[src/rtl/bldc_pkg.sv]
`default_nettype none
package bldc_pkg;

	// Clock and timing figures in their own units, with cycle counts derived from them.
	localparam int CLK_PERIOD_NS  = 10;
	localparam int PWM_FREQ_HZ    = 10000;
	localparam int PWM_CYC        = 1000000000 / (PWM_FREQ_HZ * CLK_PERIOD_NS);
	localparam int TICK_PERIOD_US = 1000;
	localparam int TICK_CYC       = TICK_PERIOD_US * 1000 / CLK_PERIOD_NS;

	// Widths of the counters and data paths.
	localparam int DUTY_W = 14;
	localparam int TICK_W = 17;
	localparam int SPD_W  = 16;
	localparam int GAIN_W = 16;
	localparam int DAC_W  = 6;

	// Duty range is zero up to one whole PWM period.
	localparam logic [DUTY_W-1:0] DUTY_MAX = DUTY_W'(PWM_CYC);

	// Controller gains after reset, and the scaling of the controller output.
	localparam logic [GAIN_W-1:0] KP_DEFAULT = 16'h000a;
	localparam logic [GAIN_W-1:0] KI_DEFAULT = 16'h0001;
	localparam int                PI_SHIFT   = 4;
	localparam logic signed [32:0] SUM_MAX   = 33'(PWM_CYC * 16);

	// Hall weights: sensor three is 0x04, two is 0x02, one is 0x01.
	localparam int HALL3_BIT = 2;
	localparam int HALL_SENSOR_TWO_BIT = 1;
	localparam int HALL1_BIT = 0;

	// Hall value to sector vector; 000 and 111 give vector zero.
	localparam logic [2:0] VECTOR_TABLE [0:7] = '{3'h0, 3'h4, 3'h2, 3'h3, 3'h6, 3'h5, 3'h1, 3'h0};

	// Phase masks per vector: bit 0 is phase A, bit 1 is B, bit 2 is C.
	localparam logic [2:0] CW_HI  [0:7] = '{3'h0, 3'h1, 3'h1, 3'h2, 3'h2, 3'h4, 3'h4, 3'h0};
	localparam logic [2:0] CW_LO  [0:7] = '{3'h0, 3'h2, 3'h4, 3'h4, 3'h1, 3'h1, 3'h2, 3'h0};
	localparam logic [2:0] CCW_HI [0:7] = '{3'h0, 3'h2, 3'h4, 3'h4, 3'h1, 3'h1, 3'h2, 3'h0};
	localparam logic [2:0] CCW_LO [0:7] = '{3'h0, 3'h1, 3'h1, 3'h2, 3'h2, 3'h4, 3'h4, 3'h0};

	// Speed scaling: speed equals this numerator over PWM periods per sector.
	localparam int N_MAX_RPM  = 100000;
	localparam int POLE_PAIRS = 2;
	localparam int SPEED_NUM  = (PWM_FREQ_HZ * 60 / 6 / POLE_PAIRS) * 32768 / N_MAX_RPM;
	localparam int FLT_SHIFT  = 2;
	localparam logic [SPD_W-1:0] SECTOR_CNT_MAX = 16'hffff;

endpackage : bldc_pkg
`default_nettype wire

[src/rtl/pi_if.sv]
`timescale 1ns/10ps
`default_nettype none
interface pi_if;
	logic                              tick;
	logic signed [bldc_pkg::SPD_W:0]   err;
	logic [bldc_pkg::GAIN_W-1:0]       kp;
	logic [bldc_pkg::GAIN_W-1:0]       ki;
	logic [bldc_pkg::DUTY_W-1:0]       duty;
	logic                              done;

	modport ctl (output tick, output err, output kp, output ki, input duty, input done);
	modport pi  (input tick, input err, input kp, input ki, output duty, output done);
endinterface : pi_if
`default_nettype wire

[src/rtl/speed_pi.sv]
`timescale 1ns/10ps
`default_nettype none
module speed_pi (
	input  wire logic mclk,
	input  wire logic sys_rst,
	pi_if.pi          bus
);

	logic signed [31:0]                 integ_q;
	logic [bldc_pkg::DUTY_W-1:0]        duty_q;
	logic                               done_q;
	logic signed [32:0]                 sum_raw;
	logic signed [31:0]                 sum_sat;
	logic signed [33:0]                 p_term;
	logic signed [49:0]                 i_term;
	logic signed [50:0]                 u_raw;
	logic signed [50:0]                 u_sh;
	logic [bldc_pkg::DUTY_W-1:0]        duty_next;

	// Running sum is clamped so a long stall cannot wind it up or overflow it.
	assign sum_raw = 33'(integ_q) + 33'(bus.err);
	assign sum_sat = (sum_raw > bldc_pkg::SUM_MAX)  ? 32'(bldc_pkg::SUM_MAX) :
	                 (sum_raw < -bldc_pkg::SUM_MAX) ? 32'(-bldc_pkg::SUM_MAX) :
	                 sum_raw[31:0];

	// Output is kp times error plus ki times the sum, scaled down and clamped to the duty range.
	assign p_term    = 34'($signed({1'b0, bus.kp})) * 34'(bus.err);
	assign i_term    = 50'($signed({1'b0, bus.ki})) * 50'(sum_sat);
	assign u_raw     = 51'(i_term) + 51'(p_term);
	assign u_sh      = u_raw >>> bldc_pkg::PI_SHIFT;
	assign duty_next = (u_sh < 0) ? '0 :
	                   (u_sh > 51'(bldc_pkg::DUTY_MAX)) ? bldc_pkg::DUTY_MAX :
	                   u_sh[bldc_pkg::DUTY_W-1:0];

	// One controller step per tick; the result waits here for the next PWM wrap.
	always_ff @(posedge mclk) begin
		if (sys_rst) begin
			integ_q <= 32'h0;
			duty_q  <= '0;
			done_q  <= 1'b0;
		end else begin
			done_q <= bus.tick;
			if (bus.tick) begin
				integ_q <= sum_sat;
				duty_q  <= duty_next;
			end
		end
	end

	assign bus.duty = duty_q;
	assign bus.done = done_q;
endmodule : speed_pi
`default_nettype wire

[src/rtl/hall_six_step.sv]
`timescale 1ns/10ps
`default_nettype none
// Operation
// - error is reference minus filtered speed
// - PI result becomes the duty command
// - PI step runs once every 1 ms
// - output is kp*error plus ki*error sum
// - gains default 10 and 1, reloadable
// - duty applied only at PWM period wrap
// - hall value weights three, two, one
// - hall value indexes fixed vector table
// - patterns 000 and 111 give vector zero
// - clockwise phase pairs per vector
// - counterclockwise phase pairs per vector
// - phase pair follows every sector change
// - high side modulated, low side held on
// - only one switch modulated at once
// - edge aligned high true 10 kHz PWM
// - overcurrent forces all gates low immediately
// - speed is constant over sector period
module hall_six_step #(
	parameter int PWM_PERIOD    = bldc_pkg::PWM_CYC,
	parameter int TICK_CYCLES   = bldc_pkg::TICK_CYC
) (
	input  wire logic                          mclk,
	input  wire logic                          sys_rst,
	input  wire logic                          hall_sensor_one,
	input  wire logic                          hall_sensor_two,
	input  wire logic                          hall_sensor_three,
	input  wire logic                          dir_ccw,
	input  wire logic                          current_comparator,
	input  wire logic                          fault_clear,
	input  wire logic signed [bldc_pkg::SPD_W-1:0] ramped_speed_reference,
	input  wire logic                          gain_load,
	input  wire logic [bldc_pkg::GAIN_W-1:0]   kp_in,
	input  wire logic [bldc_pkg::GAIN_W-1:0]   ki_in,
	input  wire logic [bldc_pkg::DAC_W-1:0]    limit_dac_code,
	output logic [2:0]                         gate_high,
	output logic [2:0]                         gate_low,
	output logic [2:0]                         sector_vector,
	output logic [bldc_pkg::DUTY_W-1:0]        duty_command,
	output logic signed [bldc_pkg::SPD_W-1:0]  filtered_measured_speed,
	output logic [bldc_pkg::DAC_W-1:0]         comparator_dac_code,
	output logic                               fault
);

	pi_if pi_bus ();

	logic [2:0]                         hall_s1_q;
	logic [2:0]                         hall_s2_q;
	logic                               oc_s1_q;
	logic                               oc_s2_q;
	logic                               dir_s1_q;
	logic                               dir_s2_q;
	logic [2:0]                         vector_q;
	logic [2:0]                         vector_d;
	logic [bldc_pkg::DUTY_W-1:0]        pwm_cnt_q;
	logic [bldc_pkg::DUTY_W-1:0]        duty_q;
	logic [bldc_pkg::TICK_W-1:0]        tick_cnt_q;
	logic                               tick_q;
	logic [bldc_pkg::SPD_W-1:0]         sector_cnt_q;
	logic [bldc_pkg::SPD_W-1:0]         period_q;
	logic signed [bldc_pkg::SPD_W-1:0]  flt_q;
	logic [bldc_pkg::GAIN_W-1:0]        kp_q;
	logic [bldc_pkg::GAIN_W-1:0]        ki_q;
	logic                               fault_q;
	logic [2:0]                         gate_high_q;
	logic [2:0]                         gate_low_q;
	logic [bldc_pkg::DAC_W-1:0]         dac_q;
	logic                               pwm_wrap;
	logic                               tick_end;
	logic                               pwm_on;
	logic                               sector_change;
	logic                               shutdown;
	logic [2:0]                         hi_mask;
	logic [2:0]                         lo_mask;
	logic [bldc_pkg::SPD_W-1:0]         speed_act;
	logic signed [bldc_pkg::SPD_W:0]    flt_diff;
	logic signed [bldc_pkg::SPD_W:0]    flt_step;

	// Hall, comparator and direction pins pass two flip-flops; hall three lands on the 0x04 weight.
	always_ff @(posedge mclk) begin
		if (sys_rst) begin
			hall_s1_q <= 3'h0;
			hall_s2_q <= 3'h0;
			oc_s1_q   <= 1'b0;
			oc_s2_q   <= 1'b0;
			dir_s1_q  <= 1'b0;
			dir_s2_q  <= 1'b0;
		end else begin
			hall_s1_q[bldc_pkg::HALL3_BIT] <= hall_sensor_three;
			hall_s1_q[bldc_pkg::HALL_SENSOR_TWO_BIT] <= hall_sensor_two;
			hall_s1_q[bldc_pkg::HALL1_BIT] <= hall_sensor_one;
			hall_s2_q <= hall_s1_q;
			oc_s1_q   <= current_comparator;
			oc_s2_q   <= oc_s1_q;
			dir_s1_q  <= dir_ccw;
			dir_s2_q  <= dir_s1_q;
		end
	end

	// Sector decode and phase-pair selection are pure table lookups.
	assign vector_d      = bldc_pkg::VECTOR_TABLE[hall_s2_q];
	assign sector_change = (vector_d != vector_q) && (vector_d != 3'h0);
	assign hi_mask       = dir_s2_q ? bldc_pkg::CCW_HI[vector_q] : bldc_pkg::CW_HI[vector_q];
	assign lo_mask       = dir_s2_q ? bldc_pkg::CCW_LO[vector_q] : bldc_pkg::CW_LO[vector_q];

	// Edge-aligned counter; the output is high while the count is below the duty.
	assign pwm_wrap = (pwm_cnt_q == bldc_pkg::DUTY_W'(PWM_PERIOD - 1));
	assign pwm_on   = (pwm_cnt_q < duty_q);
	assign tick_end = (tick_cnt_q == bldc_pkg::TICK_W'(TICK_CYCLES - 1));

	// The comparator is acted on in the same cycle it is seen, before the fault flag sets.
	assign shutdown = fault_q | oc_s2_q;

	// Speed is a division by the period; a zero period cannot occur as period_q is kept at least one.
	assign speed_act = bldc_pkg::SPD_W'(bldc_pkg::SPEED_NUM / int'(period_q));
	assign flt_diff  = $signed({1'b0, speed_act}) - 17'(flt_q);
	assign flt_step  = flt_diff >>> bldc_pkg::FLT_SHIFT;

	// Speed error is formed from the live filtered value at each tick.
	assign pi_bus.err  = 17'(ramped_speed_reference) - 17'(flt_q);
	assign pi_bus.tick = tick_q;
	assign pi_bus.kp   = kp_q;
	assign pi_bus.ki   = ki_q;

	speed_pi u_speed_pi (
		.mclk    (mclk),
		.sys_rst (sys_rst),
		.bus     (pi_bus.pi)
	);

	// PWM period counter; a new duty is taken only at the wrap so no period is cut short.
	always_ff @(posedge mclk) begin
		if (sys_rst) begin
			pwm_cnt_q <= '0;
			duty_q    <= '0;
		end else begin
			pwm_cnt_q <= pwm_wrap ? '0 : pwm_cnt_q + 1'b1;
			if (pwm_wrap) begin
				duty_q <= pi_bus.duty;
			end
		end
	end

	// Control tick, one pulse per millisecond.
	always_ff @(posedge mclk) begin
		if (sys_rst) begin
			tick_cnt_q <= '0;
			tick_q     <= 1'b0;
		end else begin
			tick_cnt_q <= tick_end ? '0 : tick_cnt_q + 1'b1;
			tick_q     <= tick_end;
		end
	end

	// Sector period in PWM periods; the count saturates so a stalled rotor reads as slowest speed.
	always_ff @(posedge mclk) begin
		if (sys_rst) begin
			vector_q     <= 3'h0;
			sector_cnt_q <= '0;
			period_q     <= bldc_pkg::SECTOR_CNT_MAX;
			flt_q        <= '0;
		end else begin
			vector_q <= vector_d;
			if (sector_change) begin
				sector_cnt_q <= '0;
				period_q     <= (sector_cnt_q == '0) ? 16'h0001 : sector_cnt_q;
			end else if (pwm_wrap && sector_cnt_q != bldc_pkg::SECTOR_CNT_MAX) begin
				sector_cnt_q <= sector_cnt_q + 1'b1;
			end else if (sector_cnt_q == bldc_pkg::SECTOR_CNT_MAX) begin
				period_q <= bldc_pkg::SECTOR_CNT_MAX;
			end
			if (pwm_wrap) begin
				flt_q <= flt_q + flt_step[bldc_pkg::SPD_W-1:0];
			end
		end
	end

	// Gains start at their defaults and are replaced when software loads new ones.
	always_ff @(posedge mclk) begin
		if (sys_rst) begin
			kp_q  <= bldc_pkg::KP_DEFAULT;
			ki_q  <= bldc_pkg::KI_DEFAULT;
			dac_q <= '0;
		end else begin
			dac_q <= limit_dac_code;
			if (gain_load) begin
				kp_q <= kp_in;
				ki_q <= ki_in;
			end
		end
	end

	// Fault latch; a new comparator event wins over a clear in the same cycle.
	always_ff @(posedge mclk) begin
		if (sys_rst) begin
			fault_q <= 1'b0;
		end else begin
			fault_q <= oc_s2_q | (fault_q & ~fault_clear);
		end
	end

	// Gate drive: high side chopped, low side held on, all off on fault or vector zero.
	always_ff @(posedge mclk) begin
		if (sys_rst) begin
			gate_high_q <= 3'h0;
			gate_low_q  <= 3'h0;
		end else begin
			gate_high_q <= shutdown ? 3'h0 : (hi_mask & {3{pwm_on}});
			gate_low_q  <= shutdown ? 3'h0 : lo_mask;
		end
	end

	assign gate_high               = gate_high_q;
	assign gate_low                = gate_low_q;
	assign sector_vector           = vector_q;
	assign duty_command            = duty_q;
	assign filtered_measured_speed = flt_q;
	assign comparator_dac_code     = dac_q;
	assign fault                   = fault_q;

	// Helper that measures the spacing of control ticks.
	logic [bldc_pkg::TICK_W-1:0] gap_q;
	logic                        seen_q;
	always_ff @(posedge mclk) begin
		if (sys_rst) begin
			gap_q  <= '0;
			seen_q <= 1'b0;
		end else begin
			gap_q  <= tick_q ? '0 : gap_q + 1'b1;
			seen_q <= seen_q | tick_q;
		end
	end
endmodule : hall_six_step
`default_nettype wire

[config.mk]
export PLATFORM = sky130hd
export DESIGN_NAME = hall_six_step
export DESIGN_NICKNAME = d
export VERILOG_FILES = /design/src/rtl/bldc_pkg.sv /design/src/rtl/pi_if.sv /design/src/rtl/speed_pi.sv /design/src/rtl/hall_six_step.sv
export SDC_FILE = /design/constraint.sdc
export NUM_CORES = 2
export LEC_CHECK = 0
export CORE_MARGIN = 5
export CORE_UTILIZATION = 39
export CTS_CLUSTER_DIAMETER = 150
export DETAILED_ROUTE_END_ITERATION = 12
export DONT_BUFFER_PORTS = 1
export MAX_ROUTING_LAYER = met4
export SYNTH_ARGS = -nofsm -noshare
export SYNTH_HDL_FRONTEND = slang
export SYNTH_SLANG_ARGS = --single-unit
[constraint.sdc]
create_clock -name mclk -period 126.9 [get_ports mclk]
set_clock_uncertainty 0.2 [all_clocks]
set_input_delay 12.69 -clock mclk [delete_from_list [all_inputs] [get_ports mclk]]
set_output_delay 12.69 -clock mclk [all_outputs]
set_load 0.02 [all_outputs]
Word-level counts from Yosys, hierarchy flattened. Memories as Yosys holds them, arrays and structs flattened. Index checks and enable logic that the tools add are counted.

Bits in read-only memories: 72. Output and inout bits: 46. Word-level logic and storage cells: 82. Memories kept: 3. Flip-flop bits (word level): 198.

Memories: (no name shown) (depth 8, bits a word 3, read ports 1, clocked after memory_dff 0, write ports 0, RTL line hall_six_step.sv:106) `assign lo_mask = dir_s2_q ? bldc_pkg::CCW_LO[vector_q] : bldc_pkg::CW_LO[vector_q];`; (no name shown) (depth 8, bits a word 3, read ports 1, clocked after memory_dff 0, write ports 0, RTL line hall_six_step.sv:106); (no name shown) (depth 8, bits a word 3, read ports 1, clocked after memory_dff 0, write ports 0, RTL line hall_six_step.sv:103) `assign vector_d = bldc_pkg::VECTOR_TABLE[hall_s2_q];`.

Mux-type cells: 16. Div/mod/pow operators: 1. $mul: 2. $lt $le $gt $ge: 7. Bitwise operators: 7. Equality and inequality tests: 6. Reduce and logical (&&, ||, !) cells: 10. $add $sub $neg: 8.

Operator list (count): $mux W16 (4); $mux W32 (2); $gt A51 B14 Y1 const B (1); $add A49 B34 Y50 (1); $mul A17 B32 Y49 (1); $lt A47 B1 Y1 const B (1); $mul A17 B17 Y34 (1); $add A32 B17 Y33 (1); $gt A33 B19 Y1 const B (1); $lt A33 B19 Y1 const B (1); $div A16 B17 Y32 const A (1); $mux W14 (2); $mux W3 (8); $add A17 B1 Y17 const B (1); $eq A17 B17 Y1 const B (1); $sub A16 B16 Y17 (1); $sub A17 B16 Y17 (1); $add A16 B1 Y16 const B (1); $add A16 B16 Y16 (1); $eq A16 B16 Y1 const B (1); $logic_not A16 Y1 (1); $ne A16 B16 Y1 const B (1); $add A14 B1 Y14 const B (1); $eq A14 B14 Y1 const B (1); 14 further kinds (21).

Longest topological paths before layout.
Word-level depth: 10. Depth in mapped cells: 506.

Hierarchy. A second synthesis with hierarchy kept.

Cells, all modules: 8477. Area, all modules: 66407.4 µm².

Modules (own cells, without submodules): speed_pi (instances 1, cells an instance 3840, area each 33414.5 µm²); hall_six_step (instances 1, cells an instance 4637, area each 32992.9 µm²).

Worst setup path after synthesis. Ideal clock, no wire load.

Path type: flip-flop to flip-flop. From: register period_q[0] (netlist bit). To: register flt_q, in the netlist filtered_measured_speed[15]. Clock period less this slack: 89.608 ns. Setup slack: 37.292 ns. Path buffers: 59. Cell stages (with the launch flop): 487. Data arrival time: 89.323 ns. Setup time: 0.086 ns. Cells stage by stage: dfxtp_1 -> buf_2 -> clkbuf_1 -> inv_1 -> clkbuf_1 -> clkbuf_1 -> clkbuf_1 -> ha_1 -> buf_2 -> nor3b_1 -> and3_1 -> ha_1 -> a21oi_1 -> or3b_2 -> a21oi_1 -> ha_1 -> o211a_1 -> or4_1 -> (+451 left out) -> a21oi_2 -> o21bai_2 -> a21oi_2 -> o21bai_1 -> xor2_1 -> ha_1 -> nand2_1 -> o21ai_0 -> a21oi_1 -> o21bai_1 -> a21oi_1 -> o21bai_1 -> a21oi_1 -> o21bai_1 -> a21o_1 -> a21oi_1 -> xnor2_1 -> a211oi_1.

Word-level cells in the longest chain between the ends: 3.

RTL lines: start: declaration (RTL line hall_six_step.sv:62) `logic [bldc_pkg::SPD_W-1:0] period_q;`; start signal: assignment (RTL line hall_six_step.sv:162) `period_q <= bldc_pkg::SECTOR_CNT_MAX;`; start signal: assignment (RTL line hall_six_step.sv:168) `period_q <= (sector_cnt_q == '0) ? 16'h0001 : sector_cnt_q;`; start signal: assignment (RTL line hall_six_step.sv:172) `period_q <= bldc_pkg::SECTOR_CNT_MAX;`; $div A16 B17 Y32 (RTL line hall_six_step.sv:117) `assign speed_act = bldc_pkg::SPD_W'(bldc_pkg::SPEED_NUM / int'(period_q));`; $sub A17 B16 Y17 (RTL line hall_six_step.sv:118) `assign flt_diff = $signed({1'b0, speed_act}) - 17'(flt_q);`; $add A16 B16 Y16 (RTL line hall_six_step.sv:175) `flt_q <= flt_q + flt_step[bldc_pkg::SPD_W-1:0];`; end signal: assignment (RTL line hall_six_step.sv:175); end: declaration (RTL line hall_six_step.sv:63) `logic signed [bldc_pkg::SPD_W-1:0] flt_q;`.

Every way passes these cells. A chain may end at the register's enable or synchronous reset.

Worst setup path after layout.
From: register period_q[15] (netlist bit). To: register flt_q, in the netlist filtered_measured_speed[15].

Same word-level chain as after synthesis.

==> results.yml <==
synth:
  ys_seq_elements: 198
  synth_edf_count: 0
  synth-main-ff-cell: "dfxtp_1"
  synth_area_leaders: "fa_1 25%, ha_1 14%, inv_1 6.8%"
  syn-cell-area_sq_um: 62800
  syn-num-nets: 9471
  syn_avg_cell_area_sq_um: 7.92
  synth-async-reset-ratio_pct: 0
  syn_inst: 7927
  ys_types: 120
  synth_top_area_share_pct: 24.9
  yosysSeqAreaShare_pct: 6.31
  yosys_warnings: 0
  yosys.area.top_type: "fa_1"
power:
  seqPwrFrac_pct: 5.7
  p_sw_uw: 676
  comb_power_share_pct: 89.1
  leakagePower_uw: 0.0335
  sw_frac_of_total_pct: 56.6
  totalPowerFinal_uw: 1200
  p_clk_share_pct: 5.2
  p_int_uw: 519
  irDropWorstVdd_v: 0.0000338
  p_per_area_nw_per_um2: 18.1
finish:
  layout_common_cells: "1,136 x inv_1, 863 x nand2_1, 781 x fa_1, 699 x ha_1, 588 x nor2_1"
  drive_gt1_share_pct: 4.98
  syn_to_final_growth_pct: 4.98
  fillCellCount: 16300
  nNetsFinal: 9317
  fin_util_pct: 41.1
  design_area_sq_um: 65900
  layout_commonest_cell: "inv_1"
clock_tree:
  clockRootBuffer: "clkbuf_16"
  cts_buffers: 17
  cts.sinks: 198
  post_cts_buffers: 0
  clk_latency_ns: 0.57
  cts_resized: 0
  cts_hold_buf: 0
  clk_pin_slew_ns: 0.08
  htreeDepth: 4
  cts_tree: "built"
  clockBufferDepth: 2
detailed_routing:
  drt_iter0_markers: 3429
  ant_nets: 0
  drc_errors: 0
  num_vias: 54500
  drt-pass1-iter-count: 6
  wire_per_inst_um: 18.8
  viasPerCell: 5.48
  drt-total-wl_um: 187000
global_routing:
  grt_pass1_vias: 54500
  grt_max_degree: 128
  antenna_found_initial: 2
  grt_overflow: 0
  grt_pass1_wl_um: 300000
  track_usage_pct: 22.6
setup_path:
  cp_slowest_cell: "o32ai_2"
  worstPathMaxFanout: 33
  path_buf_inv: 24
  critPathRequiredTime_ns: 127.15
  crit_path_max_incr_delay_ns: 1.00
  cpMostUsedCell: "a21o_1"
  crit_arrival_ns: 98.53
  end_kind: "register"
  critical-path-top-delay-family: "compound AO/OA/AOI/OAI gates"
  critPathKind: "reg -> reg"
  start_kind: "register"
floorplan:
  rows: 147
  die_w_um: 411
  initial_utilization_pct: 39.2
  dieArea_sq_um: 169000
  die_y_um: 411
  io_pins: 109
  core_sq_um: 160000
run_status:
  status: "completed"
placement:
  numPortBuffers: 0
  placement.cell_area_sq_um: 65300
  gp_congestion: 0.924
  hpwl_um: 151000
timing:
  rsz0062_at_grt: "false"
  final_hold_viol_count: 0
  max_freq_mhz: 10.2
  timing.hold.ws_ns: 0.247
  relSlewSlack_pct: 20.0
  drv_slew: 0
  report.final.setup_viol: 0
  period_share_pct: 77.4
  tightest_slew_ns: 1.19
  final.min_clock_period_ns: 98.28
  finalSetupTns_ns: 0
run:
  drv_cap: 0
min_path:
  hold_class: "reg -> reg"
per-layer routing:
layer	wire length (um)	global-route usage, %	up-vias
met5	0	-	-
met4	3940	4.86	0
met3	8660	2.55	221
met2	87500	37.1	1319
met1	86600	30.2	26800
li1	-	-	26200
stage by stage:
stage	instances	setup slack (ns)
finish	9947	28.62
global route	9947	20.00
CTS	9946	29.82
detailed placement	9914	30.38
global placement	9914	31.85
floorplan	7927	37.29
cell type report:
cell class                 count  area, sq um  share of cell area, %
sequential                   198         3970                   6.02
tap                         2160         2700                   4.10
timing repair buffer         100          751                   1.14
clock buffer                  17          425                  0.645
clock inverter                15          203                  0.307
inverter                    1147         4310                   6.53
multi-input combinational   6309        53600                   81.3
antenna                        1         2.50                0.00380
worst paths after layout:
check,start,cells after the start,end,slack (ns)
worst min-delay path,dir_s1_q$_SDFF_PP0_,1,dir_s2_q$_SDFF_PP0_,0.25
worst min register to register,dir_s1_q$_SDFF_PP0_,1,dir_s2_q$_SDFF_PP0_,0.25
worst max-delay path,period_q[15]$_SDFFE_PP1P_,448,filtered_measured_speed[15]$_SDFFE_PP0P_,28.62
worst max register to register,period_q[15]$_SDFFE_PP1P_,448,filtered_measured_speed[15]$_SDFFE_PP0P_,28.62
worst register-to-register path, delay by kind of cell, from the launching register on:
family          cells  cell delay, ns
compound gates    274           57.47
simple gates      109           21.35
fa+ha+maj          31           10.04
buf+inv            24            5.68
mux                 8            2.69
flops               1            0.43
xor+xnor            2            0.31
cells in the mapped netlist (14+ instances only):
cell and count:
nor2b_1 107, ha_1 700, a21o_1 210, nand2_1 864, mux2_2 110, nor3_1 136, clkbuf_1 230, or4_1 18
o21bai_1 62, nand4_1 57, xor2_1 157, nor2_1 589, o22ai_1 25, o21ai_1 24, nor3b_1 16, or3_1 31
a21oi_1 440, inv_1 1137, nor4_1 38, xnor2_1 231, and2_1 285, o21ai_0 311, fa_1 781, mux2i_1 78
a21boi_0 48, a211oi_1 46, o31ai_1 56, or2_2 30, o31a_1 19, buf_1 20, nand2b_1 137, and3_1 44
dfxtp_1 198, o21a_1 99, buf_2 17, o211ai_1 43, a31oi_1 46, nand3_1 142, a221oi_1 18, a211o_1 14
registers in the layout, indices dropped and copies added, names as in the netlist, 16 cells and up:
| signal | flops |
|---|---|
| ki_q | 16 |
| period_q | 16 |
| u_speed_pi.integ_q | 32 |
| sector_cnt_q | 16 |
| kp_q | 16 |
| filtered_measured_speed | 16 |
| tick_cnt_q | 17 |
power by group through the flow:
stage | Sequential, uW | Combinational, uW | Clock [uW]
CTS | 68.1 | 1060 | 64.5
finish | 68.1 | 1060 | 62.1
floorplan | 66.8 | 776 | 0
global route | 68.4 | 1200 | 66.4
global placement | 69.4 | 1050 | 0
detailed placement | 69.5 | 1060 | 0
cell families after synthesis:
kind of cell	count (synthesis)	share of synthesized area [%]
AND/OR/NAND/NOR	2583	19.9
AO/OA/AOI/OAI	1660	17.5
adder cells (fa/ha/maj)	1481	38.8
buffers and inverters	1420	8.57
XOR/XNOR	389	5.44
flip-flops	198	6.31
multiplexers	196	3.43
Power figures use the tool's default switching activity.
